`config.mk`:
```
export PLATFORM = sky130hd
export DESIGN_NAME = sdt_dma_top
export DESIGN_NICKNAME = d
export VERILOG_FILES = /design/src/logic/sdt_pkg.sv /design/src/logic/sdt_dma_top.sv /design/src/logic/sdt_div.sv /design/src/logic/sdt_timer.sv
export SDC_FILE = /design/constraint.sdc
export NUM_CORES = 1
export LEC_CHECK = 0
export ABC_CLOCK_PERIOD_IN_PS = 7010
export BUFFER_PORTS_ARGS = -buffer_cell sky130_fd_sc_hd__buf_2
export CORE_UTILIZATION = 50
export DETAILED_ROUTE_END_ITERATION = 8
export PLACE_DENSITY = 0.69
export SLEW_MARGIN = 20
export SYNTH_ARGS = -nofsm -noshare
export SYNTH_HDL_FRONTEND = slang
export SYNTH_SLANG_ARGS = --single-unit
```
`constraint.sdc`:
```
create_clock -name core_clk -period 7.01 [get_ports core_clk]
set_clock_uncertainty 0.1 [all_clocks]
set_input_delay 1.402 -clock core_clk [delete_from_list [all_inputs] [get_ports core_clk]]
set_output_delay 1.402 -clock core_clk [all_outputs]
set_load 0.02 [all_outputs]
```
`src/logic/sdt_pkg.sv`:
```
package sdt_pkg;
    // Register addresses and pages
    localparam logic [7:0] SFR_DMA   = 8'h94;
    localparam logic [7:0] SFR_TCON  = 8'hc8;
    localparam logic [7:0] SFR_RL_LO = 8'hca;
    localparam logic [7:0] SFR_RL_HI = 8'hcb;
    localparam logic [7:0] SFR_CU_LO = 8'hcc;
    localparam logic [7:0] SFR_CU_HI = 8'hcd;
    localparam logic [3:0] PG_CR_MAX = 4'h7;
    localparam logic [3:0] PG_CFG    = 4'h8;
    localparam logic [3:0] PG_PATH   = 4'h9;
    localparam logic [3:0] PG_CNT    = 4'h3;
    localparam logic [3:0] PG_ADR    = 4'h4;
    localparam logic [7:0] RST_BYTE  = 8'h00;
    localparam logic [15:0] RST_WORD = 16'h0000;
    localparam logic [15:0] ALL_ONES = 16'hffff;
    // Field positions
    localparam int CR_EN    = 3;
    localparam int CR_START = 2;
    localparam int CR_DIE   = 1;
    localparam int CR_DCF   = 0;
    localparam int CG_CRCW  = 5;
    localparam int CG_TRG   = 2;
    localparam int CG_LOOP  = 0;
    localparam int TC_TF    = 7;
    localparam int TC_CKS   = 4;
    localparam int TC_IE    = 3;
    localparam int TC_TR    = 2;
    localparam int TC_GAT   = 0;
    localparam logic [7:0] CR_MASK = 8'h0f;
    localparam logic [7:0] CG_MASK = 8'hed;
    localparam logic [7:0] TC_MASK = 8'hbf;
    // Trigger, clock and gate codes
    localparam logic [1:0] TRG_SW   = 2'h0;
    localparam logic [1:0] TRG_INT2 = 2'h1;
    localparam logic [1:0] TRG_KEY  = 2'h3;
    localparam logic [1:0] CKS_DIV  = 2'h0;
    localparam logic [1:0] CKS_PIN  = 2'h1;
    localparam logic [1:0] CKS_SYS  = 2'h2;
    localparam logic [1:0] GAT_NONE = 2'h0;
    localparam logic [1:0] GAT_IRQ  = 2'h1;
    localparam logic [1:0] GAT_INT2 = 2'h2;
    // Path codes
    localparam logic [3:0] P_OFF   = 4'h0;
    localparam logic [3:0] P_UART0 = 4'h1;
    localparam logic [3:0] P_UART1 = 4'h2;
    localparam logic [3:0] P_TW0   = 4'h5;
    localparam logic [3:0] P_TW1   = 4'h6;
    localparam logic [3:0] P_SPI   = 4'h7;
    localparam logic [3:0] P_ADC   = 4'h9;
    localparam logic [3:0] P_CHK   = 4'hd;
    localparam logic [3:0] P_EXPANDED_RAM  = 4'hf;
    localparam int SYS_DIV = 12;
    typedef enum logic [1:0] {
        ST_IDLE, ST_READ, ST_CAPT, ST_WRITE
    } sdt_state_t;
endpackage

```
`src/logic/sdt_dma_top.sv`:
```
`timescale 1ns/1ps
module sdt_dma_top
    import sdt_pkg::*;
(
    input  wire logic        core_clk,
    input  wire logic        sys_rst,
    input  wire logic [3:0]  sfr_page,
    input  wire logic [7:0]  sfr_addr,
    input  wire logic        sfr_wr,
    input  wire logic        sfr_rd,
    input  wire logic [7:0]  sfr_wdata,
    output logic      [7:0]  sfr_rdata_q,
    input  wire logic        global_engine_irq_enable,
    input  wire logic        ext_irq0_event,
    input  wire logic        ext_irq1_event,
    input  wire logic        ext_irq2_event,
    input  wire logic        keypad_irq_event,
    input  wire logic        timer2_ext_input_sel,
    input  wire logic        timer3_ext_input_sel,
    input  wire logic        count_timer_pin,
    input  wire logic        address_timer_pin,
    input  wire logic        src_ready,
    input  wire logic        dst_ready,
    input  wire logic [7:0]  src_data,
    output logic             src_rd_q,
    output logic      [3:0]  src_sel_q,
    output logic             dst_wr_q,
    output logic      [3:0]  dst_sel_q,
    output logic      [7:0]  wr_data_q,
    output logic             chk_wr_q,
    output logic      [15:0] expanded_ram_addr_q,
    output logic             engine_irq_q
);
    ////////////////////////////////////////////////////////////////////
    logic [7:0]  cr_q;
    logic [7:0]  cg_q;
    logic [7:0]  path_q;
    logic [7:0]  tcon_q [2];
    sdt_state_t  st_q;
    logic        en_q;
    logic        start_q;
    logic        dcf_q;
    logic        loop_q;
    logic [3:0]  src_f;
    logic [3:0]  dst_f;
    logic        wr_cr;
    logic        wr_cg;
    logic        wr_ds;
    logic        hw_set;
    logic        sw_set;
    logic        launch;
    logic        path_ok;
    logic        mem_use;
    logic        end_evt;
    logic        div_tick;
    logic [1:0]  tm_tick;
    logic [1:0]  tm_wrap;
    logic [1:0]  dma_tick;
    logic [15:0] cur_w [2];
    logic [15:0] rel_w [2];
    logic [7:0]  rd_mux;

    assign en_q    = cr_q[CR_EN];
    assign start_q = cr_q[CR_START];
    assign dcf_q   = cr_q[CR_DCF];
    assign loop_q  = cg_q[CG_LOOP];
    assign src_f   = path_q[7:4];
    assign dst_f   = path_q[3:0];

    function automatic logic src_ok(input logic [3:0] c);
        return c inside {P_UART0, P_UART1, P_TW0, P_TW1, P_SPI,
                         P_ADC, P_EXPANDED_RAM};
    endfunction

    function automatic logic dst_ok(input logic [3:0] c);
        return c inside {P_UART0, P_UART1, P_TW0, P_TW1, P_SPI,
                         P_CHK, P_EXPANDED_RAM};
    endfunction

    ////////////////////////////////////////////////////////////////////
    // Register decode
    assign wr_cr = sfr_wr && sfr_addr == SFR_DMA && sfr_page <= PG_CR_MAX;
    assign wr_cg = sfr_wr && sfr_addr == SFR_DMA && sfr_page == PG_CFG;
    assign wr_ds = sfr_wr && sfr_addr == SFR_DMA && sfr_page == PG_PATH;

    // Reserved codes and disabled sides never run
    assign path_ok = src_ok(src_f) && dst_ok(dst_f)
                  && !(src_f == P_EXPANDED_RAM && dst_f == P_EXPANDED_RAM);
    assign mem_use = src_f == P_EXPANDED_RAM || dst_f == P_EXPANDED_RAM;
    assign launch  = st_q == ST_IDLE && en_q && start_q && path_ok
                  && src_ready && dst_ready;
    assign end_evt = en_q && tm_wrap[0];

    always_comb begin
        unique case (cg_q[CG_TRG +: 2])
            TRG_INT2: hw_set = ext_irq2_event;
            TRG_KEY:  hw_set = keypad_irq_event;
            default:  hw_set = 1'b0;
        endcase
    end
    assign sw_set = wr_cr && sfr_wdata[CR_START];

    ////////////////////////////////////////////////////////////////////
    // Control register
    always_ff @(posedge core_clk) begin
        if (sys_rst) begin
            cr_q <= RST_BYTE;
        end else begin
            if (wr_cr) begin
                cr_q[CR_EN]  <= sfr_wdata[CR_EN];
                cr_q[CR_DIE] <= sfr_wdata[CR_DIE];
            end
            if (en_q && hw_set) begin
                cr_q[CR_START] <= 1'b1;
            end else if (wr_cr) begin
                cr_q[CR_START] <= sfr_wdata[CR_START];
            end else if (end_evt && !loop_q) begin
                cr_q[CR_START] <= 1'b0;
            end
            if (end_evt) begin
                cr_q[CR_DCF] <= 1'b1;
            end else if (wr_cr && !sfr_wdata[CR_DCF]) begin
                cr_q[CR_DCF] <= 1'b0;
            end
        end
    end

    always_ff @(posedge core_clk) begin
        if (sys_rst) begin
            cg_q <= RST_BYTE;
        end else if (wr_cg) begin
            cg_q <= sfr_wdata & CG_MASK;
        end
    end

    always_ff @(posedge core_clk) begin
        if (sys_rst) begin
            path_q <= RST_BYTE;
        end else if (wr_ds) begin
            path_q <= sfr_wdata;
        end
    end

    ////////////////////////////////////////////////////////////////////
    // Transaction sequencer
    always_ff @(posedge core_clk) begin
        if (sys_rst || !en_q) begin
            st_q <= ST_IDLE;
        end else begin
            unique case (st_q)
                ST_IDLE:  if (launch) st_q <= ST_READ;
                ST_READ:  st_q <= ST_CAPT;
                ST_CAPT:  st_q <= ST_WRITE;
                ST_WRITE: st_q <= ST_IDLE;
            endcase
        end
    end

    always_ff @(posedge core_clk) begin
        if (sys_rst || !en_q) begin
            src_rd_q    <= 1'b0;
            dst_wr_q    <= 1'b0;
            chk_wr_q    <= 1'b0;
            src_sel_q   <= P_OFF;
            dst_sel_q   <= P_OFF;
            wr_data_q   <= RST_BYTE;
            expanded_ram_addr_q <= RST_WORD;
        end else begin
            src_rd_q <= launch;
            dst_wr_q <= st_q == ST_CAPT;
            chk_wr_q <= st_q == ST_CAPT && cg_q[CG_CRCW]
                     && dst_f != P_CHK;
            if (launch) begin
                src_sel_q   <= src_f;
                dst_sel_q   <= dst_f;
                expanded_ram_addr_q <= cur_w[1];
            end
            if (st_q == ST_CAPT) begin
                wr_data_q <= src_data;
            end
        end
    end

    ////////////////////////////////////////////////////////////////////
    // Embedded timers
    sdt_div u_div (
        .core_clk (core_clk),
        .sys_rst  (sys_rst),
        .tick_q   (div_tick)
    );

    // Count advances per byte; address only when memory is used
    assign dma_tick[0] = st_q == ST_WRITE;
    assign dma_tick[1] = st_q == ST_WRITE && mem_use;

    genvar i;
    generate
        for (i = 0; i < 2; i++) begin : g_tm
            logic pin_q;
            logic ext_q;
            logic clk_en;
            logic gate_ok;
            logic pin_in;
            logic ext_in;
            logic irq_in;
            logic gext_in;
            logic [7:0] base;
            logic [1:0] cks;
            logic [1:0] gat;

            assign pin_in  = i == 0 ? count_timer_pin : address_timer_pin;
            assign ext_in  = i == 0 ? timer2_ext_input_sel
                                    : timer3_ext_input_sel;
            assign gext_in = i == 0 ? timer3_ext_input_sel
                                    : timer2_ext_input_sel;
            assign irq_in  = i == 0 ? ext_irq0_event : ext_irq1_event;
            assign base    = i == 0 ? {4'h0, PG_CNT} : {4'h0, PG_ADR};
            assign cks     = tcon_q[i][TC_CKS +: 2];
            assign gat     = tcon_q[i][TC_GAT +: 2];

            always_ff @(posedge core_clk) begin
                if (sys_rst) begin
                    pin_q <= 1'b0;
                    ext_q <= 1'b0;
                end else begin
                    pin_q <= pin_in;
                    ext_q <= ext_in;
                end
            end

            // Falling edges count for pin and external sources
            always_comb begin
                unique case (cks)
                    CKS_DIV: clk_en = div_tick;
                    CKS_PIN: clk_en = pin_q && !pin_in;
                    CKS_SYS: clk_en = 1'b1;
                    default: clk_en = ext_q && !ext_in;
                endcase
                unique case (gat)
                    GAT_NONE: gate_ok = 1'b1;
                    GAT_IRQ:  gate_ok = !irq_in;
                    GAT_INT2: gate_ok = !ext_irq2_event;
                    default:  gate_ok = gext_in;
                endcase
            end

            assign tm_tick[i] = en_q ? dma_tick[i]
                : tcon_q[i][TC_TR] && gate_ok && clk_en;

            sdt_timer u_tm (
                .core_clk (core_clk),
                .sys_rst  (sys_rst),
                .tick     (tm_tick[i]),
                .reload   (i == 1 && end_evt),
                .wr_cu_lo (sfr_wr && sfr_page == base[3:0]
                           && sfr_addr == SFR_CU_LO),
                .wr_cu_hi (sfr_wr && sfr_page == base[3:0]
                           && sfr_addr == SFR_CU_HI),
                .wr_rl_lo (sfr_wr && sfr_page == base[3:0]
                           && sfr_addr == SFR_RL_LO),
                .wr_rl_hi (sfr_wr && sfr_page == base[3:0]
                           && sfr_addr == SFR_RL_HI),
                .wdata    (sfr_wdata),
                .cur_q    (cur_w[i]),
                .rel_q    (rel_w[i]),
                .wrap     (tm_wrap[i])
            );

            // Overflow flag only in timer mode; set wins over clear
            always_ff @(posedge core_clk) begin
                if (sys_rst) begin
                    tcon_q[i] <= RST_BYTE;
                end else begin
                    if (sfr_wr && sfr_page == base[3:0]
                        && sfr_addr == SFR_TCON) begin
                        tcon_q[i] <= sfr_wdata & TC_MASK;
                    end
                    if (!en_q && tm_wrap[i]) begin
                        tcon_q[i][TC_TF] <= 1'b1;
                    end
                end
            end
        end
    endgenerate

    ////////////////////////////////////////////////////////////////////
    // Read data and shared interrupt request
    always_comb begin
        rd_mux = RST_BYTE;
        if (sfr_addr == SFR_DMA && sfr_page <= PG_CR_MAX) begin
            rd_mux = cr_q & CR_MASK;
        end else if (sfr_addr == SFR_DMA && sfr_page == PG_CFG) begin
            rd_mux = cg_q;
        end else if (sfr_addr == SFR_DMA && sfr_page == PG_PATH) begin
            rd_mux = path_q;
        end else begin
            for (int k = 0; k < 2; k++) begin
                if (sfr_page == (k == 0 ? PG_CNT : PG_ADR)) begin
                    unique case (sfr_addr)
                        SFR_TCON:  rd_mux = tcon_q[k];
                        SFR_RL_LO: rd_mux = rel_w[k][7:0];
                        SFR_RL_HI: rd_mux = rel_w[k][15:8];
                        SFR_CU_LO: rd_mux = cur_w[k][7:0];
                        SFR_CU_HI: rd_mux = cur_w[k][15:8];
                        default:   rd_mux = RST_BYTE;
                    endcase
                end
            end
        end
    end

    always_ff @(posedge core_clk) begin
        if (sys_rst) begin
            sfr_rdata_q  <= RST_BYTE;
            engine_irq_q <= 1'b0;
        end else begin
            if (sfr_rd) sfr_rdata_q <= rd_mux;
            engine_irq_q <= global_engine_irq_enable
                && ((dcf_q && cr_q[CR_DIE])
                || (tcon_q[0][TC_TF] && tcon_q[0][TC_IE])
                || (tcon_q[1][TC_TF] && tcon_q[1][TC_IE]));
        end
    end
endmodule // sdt_dma_top

```
`src/logic/sdt_div.sv`:
```
`timescale 1ns/1ps
module sdt_div
    import sdt_pkg::*;
#(
    parameter int DIV = SYS_DIV
) (
    input  wire logic core_clk,
    input  wire logic sys_rst,
    output logic      tick_q
);
    logic [$clog2(DIV)-1:0] cnt_q;

    always_ff @(posedge core_clk) begin
        if (sys_rst) begin
            cnt_q  <= '0;
            tick_q <= 1'b0;
        end else begin
            tick_q <= (cnt_q == $bits(cnt_q)'(DIV - 1));
            if (cnt_q == $bits(cnt_q)'(DIV - 1)) begin
                cnt_q <= '0;
            end else begin
                cnt_q <= cnt_q + 1'b1;
            end
        end
    end
endmodule // sdt_div

```
`src/logic/sdt_timer.sv`:
```
`timescale 1ns/1ps
module sdt_timer
    import sdt_pkg::*;
(
    input  wire logic        core_clk,
    input  wire logic        sys_rst,
    input  wire logic        tick,
    input  wire logic        reload,
    input  wire logic        wr_cu_lo,
    input  wire logic        wr_cu_hi,
    input  wire logic        wr_rl_lo,
    input  wire logic        wr_rl_hi,
    input  wire logic [7:0]  wdata,
    output logic      [15:0] cur_q,
    output logic      [15:0] rel_q,
    output logic             wrap
);
    assign wrap = tick && (cur_q == ALL_ONES);

    always_ff @(posedge core_clk) begin
        if (sys_rst) begin
            rel_q <= RST_WORD;
        end else begin
            if (wr_rl_lo) rel_q[7:0] <= wdata;
            if (wr_rl_hi) rel_q[15:8] <= wdata;
        end
    end

    // Auto-reload on wrap or forced reload, else CPU write, else count
    always_ff @(posedge core_clk) begin
        if (sys_rst) begin
            cur_q <= RST_WORD;
        end else if (wrap || reload) begin
            cur_q <= rel_q;
        end else if (wr_cu_lo || wr_cu_hi) begin
            if (wr_cu_lo) cur_q[7:0] <= wdata;
            if (wr_cu_hi) cur_q[15:8] <= wdata;
        end else if (tick) begin
            cur_q <= cur_q + 16'h0001;
        end
    end
endmodule // sdt_timer

```
### Yosys cells after proc, flatten, opt, wreduce, memory -nomap -nowiden

Memories as Yosys holds them, arrays and structs flattened.
Index checks and enable logic that the tools add are counted.

| storage, ports and cells | value |
|---|---|
| register bits after elaboration | 137 |
| RAM bits | 14 |
| logic and storage cells | 217 |
| memories kept | 1 |

Memories:

| name | words | width | read ports | clocked after Yosys merged registers in | wr ports | RTL line | source |
|---|---|---|---|---|---|---|---|
| tcon_q | 2 | 7 | 2 | 0 | 2 | sdt_dma_top.sv:38 | `logic [7:0] tcon_q [2];` |

| operators by class | value |
|---|---|
| $add $sub $neg | 3 |
| $lt $le $gt $ge | 1 |
| equal/unequal tests | 46 |
| muxes and demuxes | 49 |
| bitwise logic cells | 4 |
| reductions and logical operators | 84 |

Operator list:

| kind | number |
|---|---|
| $mux W16 | 6 |
| $pmux W8 S5 | 2 |
| $mux W8 | 9 |
| $logic_and A1 B1 Y1 | 50 |
| $eq A8 B8 Y1 const B | 6 |
| $add A16 B1 Y16 const B | 2 |
| $eq A16 B16 Y1 const B | 2 |
| $eq A4 B3 Y1 const B | 7 |
| $eq A4 B4 Y1 const B | 7 |
| $mux W1 | 23 |
| $eq A2 B2 Y1 const B | 7 |
| $mux W7 | 2 |
| $reduce_bool A7 Y1 | 2 |
| $eq A2 B1 Y1 const B | 6 |
| $eq A4 B2 Y1 const B | 3 |
| $ne A3 B1 Y1 const B | 4 |
| $pmux W1 S3 | 4 |
| $logic_not A1 Y1 | 11 |
| $logic_not A2 Y1 | 5 |
| $reduce_bool A3 Y1 | 3 |
| $eq A4 B1 Y1 const B | 2 |
| $pmux W2 S4 | 1 |
| $reduce_and A2 Y1 | 4 |
| $logic_or A1 B1 Y1 | 7 |
| 9 further kinds | 12 |

### Depth between registers and ports, before layout

An unclocked memory read counts as a cell.

| depth | value |
|---|---|
| depth in word-level cells | 12 |
| gate-level depth with buffers | 11 |

### By module

A second synthesis with hierarchy kept.

| second synthesis, totals | value |
|---|---|
| cells, all modules | 975 |
| area, all modules | 8,495.6 sq um |

Modules (own cells, without submodules):

| module | times used | cells an instance | area an instance (sq um) | sequential area each (sq um) |
|---|---|---|---|---|
| sdt_dma_top | 1 | 527 | 4,608.2 | 1,781.7 |
| sdt_timer | 2 | 215 | 1,844.3 | 640.6 |
| sdt_div | 1 | 18 | 198.9 | 100.1 |

### Worst setup path before layout

OpenSTA, ideal clock, no wires.

| path | value |
|---|---|
| path kind | input -> register |
| start | input port timer2_ext_input_sel |
| end | register g_tm[0].u_tm.cur_q[14] |
| arrival | 3.197 ns |
| data required time | 6.831 ns |
| slack | 3.634 ns |
| cell stages on the path | 9 |
| buffers on the path | 2 |
| cells stage by stage | nand2b_4 a311oi_2 a41oi_2 or3_1 buf_4 a31oi_4 buf_6 nor2_1 a211oi_2 |

| on the way | value |
|---|---|
| word-level cells in the longest chain between the ends | 8 |

Ends and longest elaborated chain:

| element | RTL line | source |
|---|---|---|
| start, declared | sdt_dma_top.sv:18 | `input wire logic timer2_ext_input_sel,` |
| $logic_not A1 Y1 (*) | sdt_dma_top.sv:237 | `default: clk_en = ext_q && !ext_in;` |
| $logic_and A1 B1 Y1 (*) | sdt_dma_top.sv:237 |  |
| $pmux W1 S3 (*) | sdt_dma_top.sv:233 | `unique case (cks)` |
| $logic_and A1 B1 Y1 (*) | sdt_dma_top.sv:248 | `: tcon_q[i][TC_TR] && gate_ok && clk_en;` |
| $mux W1 (*) | sdt_dma_top.sv:247 | `assign tm_tick[i] = en_q ? dma_tick[i]` |
| $logic_and A1 B1 Y1 | sdt_timer.sv:18 | `assign wrap = tick && (cur_q == ALL_ONES);` |
| $ne A3 B1 Y1 (no source line) or $reduce_bool A3 Y1 (tied branches) | n/a |  |
| $reduce_and A2 Y1 (no source line) | n/a |  |
| end signal, assigned | sdt_timer.sv:34 | `cur_q <= rel_q;` |
| end signal, assigned | sdt_timer.sv:37 | `if (wr_cu_hi) cur_q[15:8] <= wdata;` |
| end signal, assigned | sdt_timer.sv:39 | `cur_q <= cur_q + 16'h0001;` |
| end, declared | sdt_timer.sv:14 | `output logic [15:0] cur_q,` |

Mark *: on every way between the ends. The rest lies on a longest branch, timed or not.
A chain may end at the register's enable or synchronous reset.

### Final worst setup path

| path | value |
|---|---|
| start | input port sfr_page[0] |
| end | register g_tm[1].u_tm.cur_q[5] |

| on the way | value |
|---|---|
| word-level cells in the longest chain between the ends | 6 |

Ends and longest elaborated chain:

| element | RTL line | source |
|---|---|---|
| start, declared | sdt_dma_top.sv:7 | `input wire logic [3:0] sfr_page,` |
| $eq A4 B3 Y1 (*) | sdt_dma_top.sv:255, sdt_dma_top.sv:257 |  |
| $logic_and A1 B1 Y1 (*) | sdt_dma_top.sv:255, sdt_dma_top.sv:257 |  |
| $logic_and A1 B1 Y1, on equally long branches | sdt_dma_top.sv:256, sdt_dma_top.sv:258 |  |
| $logic_or A1 B1 Y1 | sdt_timer.sv:35 | `end else if (wr_cu_lo \|\| wr_cu_hi) begin` |
| $ne A3 B1 Y1 (no source line) (tied with other cells) | n/a |  |
| $reduce_and A2 Y1 (no source line) or $mux W16 (tied branches) | n/a |  |
| end signal, assigned | sdt_timer.sv:34 |  |
| end signal, assigned | sdt_timer.sv:36 | `if (wr_cu_lo) cur_q[7:0] <= wdata;` |
| end signal, assigned | sdt_timer.sv:39 |  |
| end, declared | sdt_timer.sv:14 |  |

Marks and branches as above.

==> run_results.csv <==
group,metric,value,unit
timing,fmax,249,MHz
yosys,synth.top_cell.area_share,0.356,
global_routing,grt_pass1_vias,6538,
run,maxCapViolCount,0,
die,rows,45,
timing,slew_viol_final,0,
power_and_ir_drop,p_sw_frac,0.281,
yosys,synth_flop_cell,"dfxtp_1",
routing,drc,0,
cells_and_area,final_cell_mix,"137 x dfxtp_1, 109 x nand2_1, 106 x nor2_1",
power_and_ir_drop,leakage,3.09,nW
routing,wirelength,24000,µm
global_routing,grt_max_degree,90,
timing,setup_tns,0,ns
cells_and_area,drive_gt1_frac,0.167,
critical_path,timing.rr.start,"g_tm[0].u_tm.cur_q[0]",
cells_and_area,final_common_cell,"dfxtp_1",
critical_path,path_class,"primary input to flip-flop",
critical_path,path_cells,"buf_2 -> nor4b_1 -> nand2_1 -> or3_1 -> nand2_1 -> o21ai_1 -> a211oi_1 -> a211oi_1",
yosys,netlist_area,7710,µm²
clocking,cts_tree,"built",
placed_design,dp_hpwl,16800,µm
yosys,ys_seq_area_frac,0.410,
power_and_ir_drop,pwr-share-clk,0.474,
placed_design,place_inst,1125,
power_and_ir_drop,power_frac_seq,0.465,
critical_path,reg2reg_slack,3.87,ns
critical_path,startpoint_type,"primary input",
die,coreArea,15100,µm²
critical_path,cpPeakStageDelay,0.72,ns
routing,dr.pass1.iters,9,
routing,routedWlPerCell,20.8,µm
clocking,insertion_delay,0.44,ns
critical_path,critPathTopFamily,"simple AND/OR/NAND/NOR gates",
yosys,synth_cell_types,74,
global_routing,overflow,0,
timing,hold_viol,0,
yosys,synth_edf_count,14,
clocking,cts_max_level,4,
routing,routed-via-count,7261,
yosys,syn-instance-count,899,
cells_and_area,stdcell_count,1157,
critical_path,crit_fanout,22,
critical_path,worstReg2RegEnd,"g_tm[0].u_tm.cur_q[7]",
power_and_ir_drop,p_comb_frac,0.060,
clocking,cts_sinks,151,
critical_path,arrival,4.19,ns
clocking,clock_path_buffers,2,
min_path,hold_class,"flip-flop to flip-flop",
timing,period_minus_slack,4.02,ns
clocking,cts_hold_buf,0,
critical_path,setup.worst_path.end,"g_tm[1].u_tm.cur_q[5]",
yosys,avgSynthCellArea,8.58,µm²
timing,setup_viol,0,
yosys,yosysWarningCount,0,
critical_path,critPathBufInv,1,
global_routing,antenna_found_initial,0,
routing,drtIter0Drc,885,
clocking,postCtsSetupRepairBufs,0,
yosys,async_flop_share,0,
timing,worst_pin_slew,1.17,ns
critical_path,ff2ff_path_depth,9,
cells_and_area,area_growth,14.7,%
cells_and_area,antenna_cells,0,
clocking,cts_buffers,17,
die,pin_count,87,
critical_path,crit_required,7.18,ns
yosys,yosys.area.top_type,"dfxtp_1",
clocking,post_cts_resized,0,
global_routing,grt_pass1_wl,37300,µm
timing,rsz0062_at_grt,"false",
power_and_ir_drop,power_density,222,nW/µm²
placed_design,gp_congestion,0.925,
cells_and_area,finish.utilization,0.584,
die,start_util,0.509,
timing,finalCritPeriodShare,0.573,
yosys,syn_nets,949,
critical_path,cp_slowest_cell,"or3_1",
die,die_w,126,µm
global_routing,grt.total_usage,0.308,
clocking,path_clk_slew,0.07,ns
power_and_ir_drop,power_switching,0.552,mW
die,die_area,15900,µm²
clocking,cts_root_buf,"clkbuf_16",
power_and_ir_drop,p_int,1.42,mW
yosys,synth-seq-cells,151,
run_status,status,"completed",
timing,slew_headroom,0.222,
placed_design,io_buffers,86,
routing,antenna_left,0,
power_and_ir_drop,ir_drop,0.173,mV
critical_path,worstSetupEndpointType,"flip-flop",
critical_path,worst-path-stages,8,
yosys,ys_top_cells_by_area,"dfxtp_1 36%, mux2i_1 6.7%, edfxtp_1 5.5%",
routing,viasPerCell,6.28,
critical_path,crit_start,"sfr_page[0]",
cells_and_area,nNetsFinal,1006,
die,fp.dieH,126,µm
## layout make-up
type                            count  area [µm²]
Fill cell                        1349        6300
Multi-Input combinational cell    669        4260
Tap cell                          188         235
Clock inverter                     15         180
Inverter                           22        82.6
Sequential cell                   151        3160
Clock buffer                       17         425
Timing Repair Buffer               95         500
## sequential cells by signal, summed over array words and instances (netlist names)
register and cells:
tcon_q 14, sfr_rdata_q 8, g_tm.pin_q 2, dst_wr_q 1
chk_wr_q 1, cr_q 4, src_rd_q 1, path_q 8
g_tm.u_tm.rel_q 32, cg_q 6, st_q 2, src_sel_q 4
g_tm.u_tm.cur_q 32, g_tm.ext_q 2, dst_sel_q 4, wr_data_q 8
u_div.tick_q 1, expanded_ram_addr_q 16, engine_irq_q 1, u_div.cnt_q 4
## per-stage QoR
stage                     setup slack [ns]  cell area [µm²]  power (mW)  hold slack, ns
after global routing                  2.80             8850        2.02           0.405
after floorplan                       3.63             7710        1.00           0.332
after CTS                             3.05             8840        1.96           0.371
after detailed placement              2.61             8240        1.05           0.359
final                                 2.99             8850        1.97           0.370
after global placement                2.73             8240        1.05           0.354
## worst register-to-register path: cells and delay by family, from the launching register on
family          cells  cell delay, ns
fa+ha+maj           1            0.22
compound gates      3            0.44
flops               1            0.47
buf+inv             1            0.36
simple gates        4            1.44
## synth_stat cells, types with 3 or more instances
| library cell | instances |
|---|---|
| nor2b_1 | 19 |
| nand2_1 | 110 |
| a311oi_1 | 7 |
| nor3b_1 | 8 |
| a32oi_1 | 3 |
| o22ai_1 | 4 |
| edfxtp_1 | 14 |
| nor3_1 | 23 |
| o21ai_1 | 3 |
| ha_1 | 7 |
| or3_1 | 7 |
| xnor2_1 | 16 |
| a211oi_2 | 7 |
| buf_2 | 12 |
| xor2_1 | 5 |
| nand4_1 | 11 |
| nor2_1 | 106 |
| a211o_1 | 4 |
| a31oi_1 | 8 |
| a221oi_1 | 6 |
| and3_1 | 6 |
| nand2b_1 | 4 |
| a21o_1 | 3 |
| a211oi_1 | 50 |
| mux2i_1 | 52 |
| o21ai_0 | 15 |
| dfxtp_1 | 137 |
| o211ai_1 | 4 |
| nor4_1 | 6 |
| and2_1 | 12 |
| mux2_2 | 4 |
| a21oi_1 | 70 |
| clkbuf_1 | 40 |
| o221ai_1 | 3 |
| a222oi_1 | 12 |
| a22oi_1 | 12 |
| inv_1 | 21 |
| nand3_1 | 19 |
## worst min path at each step
stage	start	endpoint	cells past startpoint
floorplan	u_div.cnt_q[0]	u_div.cnt_q[0]	1
global placement	u_div.cnt_q[0]	u_div.cnt_q[0]	1
detailed placement	u_div.cnt_q[0]	u_div.cnt_q[0]	1
CTS	u_div.cnt_q[0]	u_div.cnt_q[0]	1
global route	u_div.cnt_q[0]	u_div.cnt_q[0]	1
finish	u_div.cnt_q[0]	u_div.cnt_q[0]	1
## logic make-up after synthesis
logic type	synth area share
AND/OR/NAND/NOR	0.224
AO/OA/AOI/OAI	0.213
flip-flops	0.410
buffers and inverters	0.0433
multiplexers	0.0748
XOR/XNOR	0.0239
adder cells (fa/ha/maj)	0.0114
## power groups by stage
stage,registers [mW],clock network [mW],logic (mW)
2_1_floorplan,0.922,0,0.0804
3_3_place_gp,0.934,0,0.115
3_5_place_dp,0.934,0,0.116
4_1_cts,0.914,0.932,0.117
5_1_grt,0.917,0.976,0.129
6_report,0.916,0.933,0.119
## metal layers
| metal | vias to the layer above | track usage | wire length [µm] |
|---|---|---|---|
| met4 | 0 | 0.123 | 756 |
| li1 | 3413 | - | - |
| met1 | 3403 | 0.429 | 10600 |
| met2 | 387 | 0.457 | 10500 |
| met5 | - | 0 | 0 |
| met3 | 58 | 0.0748 | 2260 |
No activity file was read; power rests on OpenSTA's default activity.
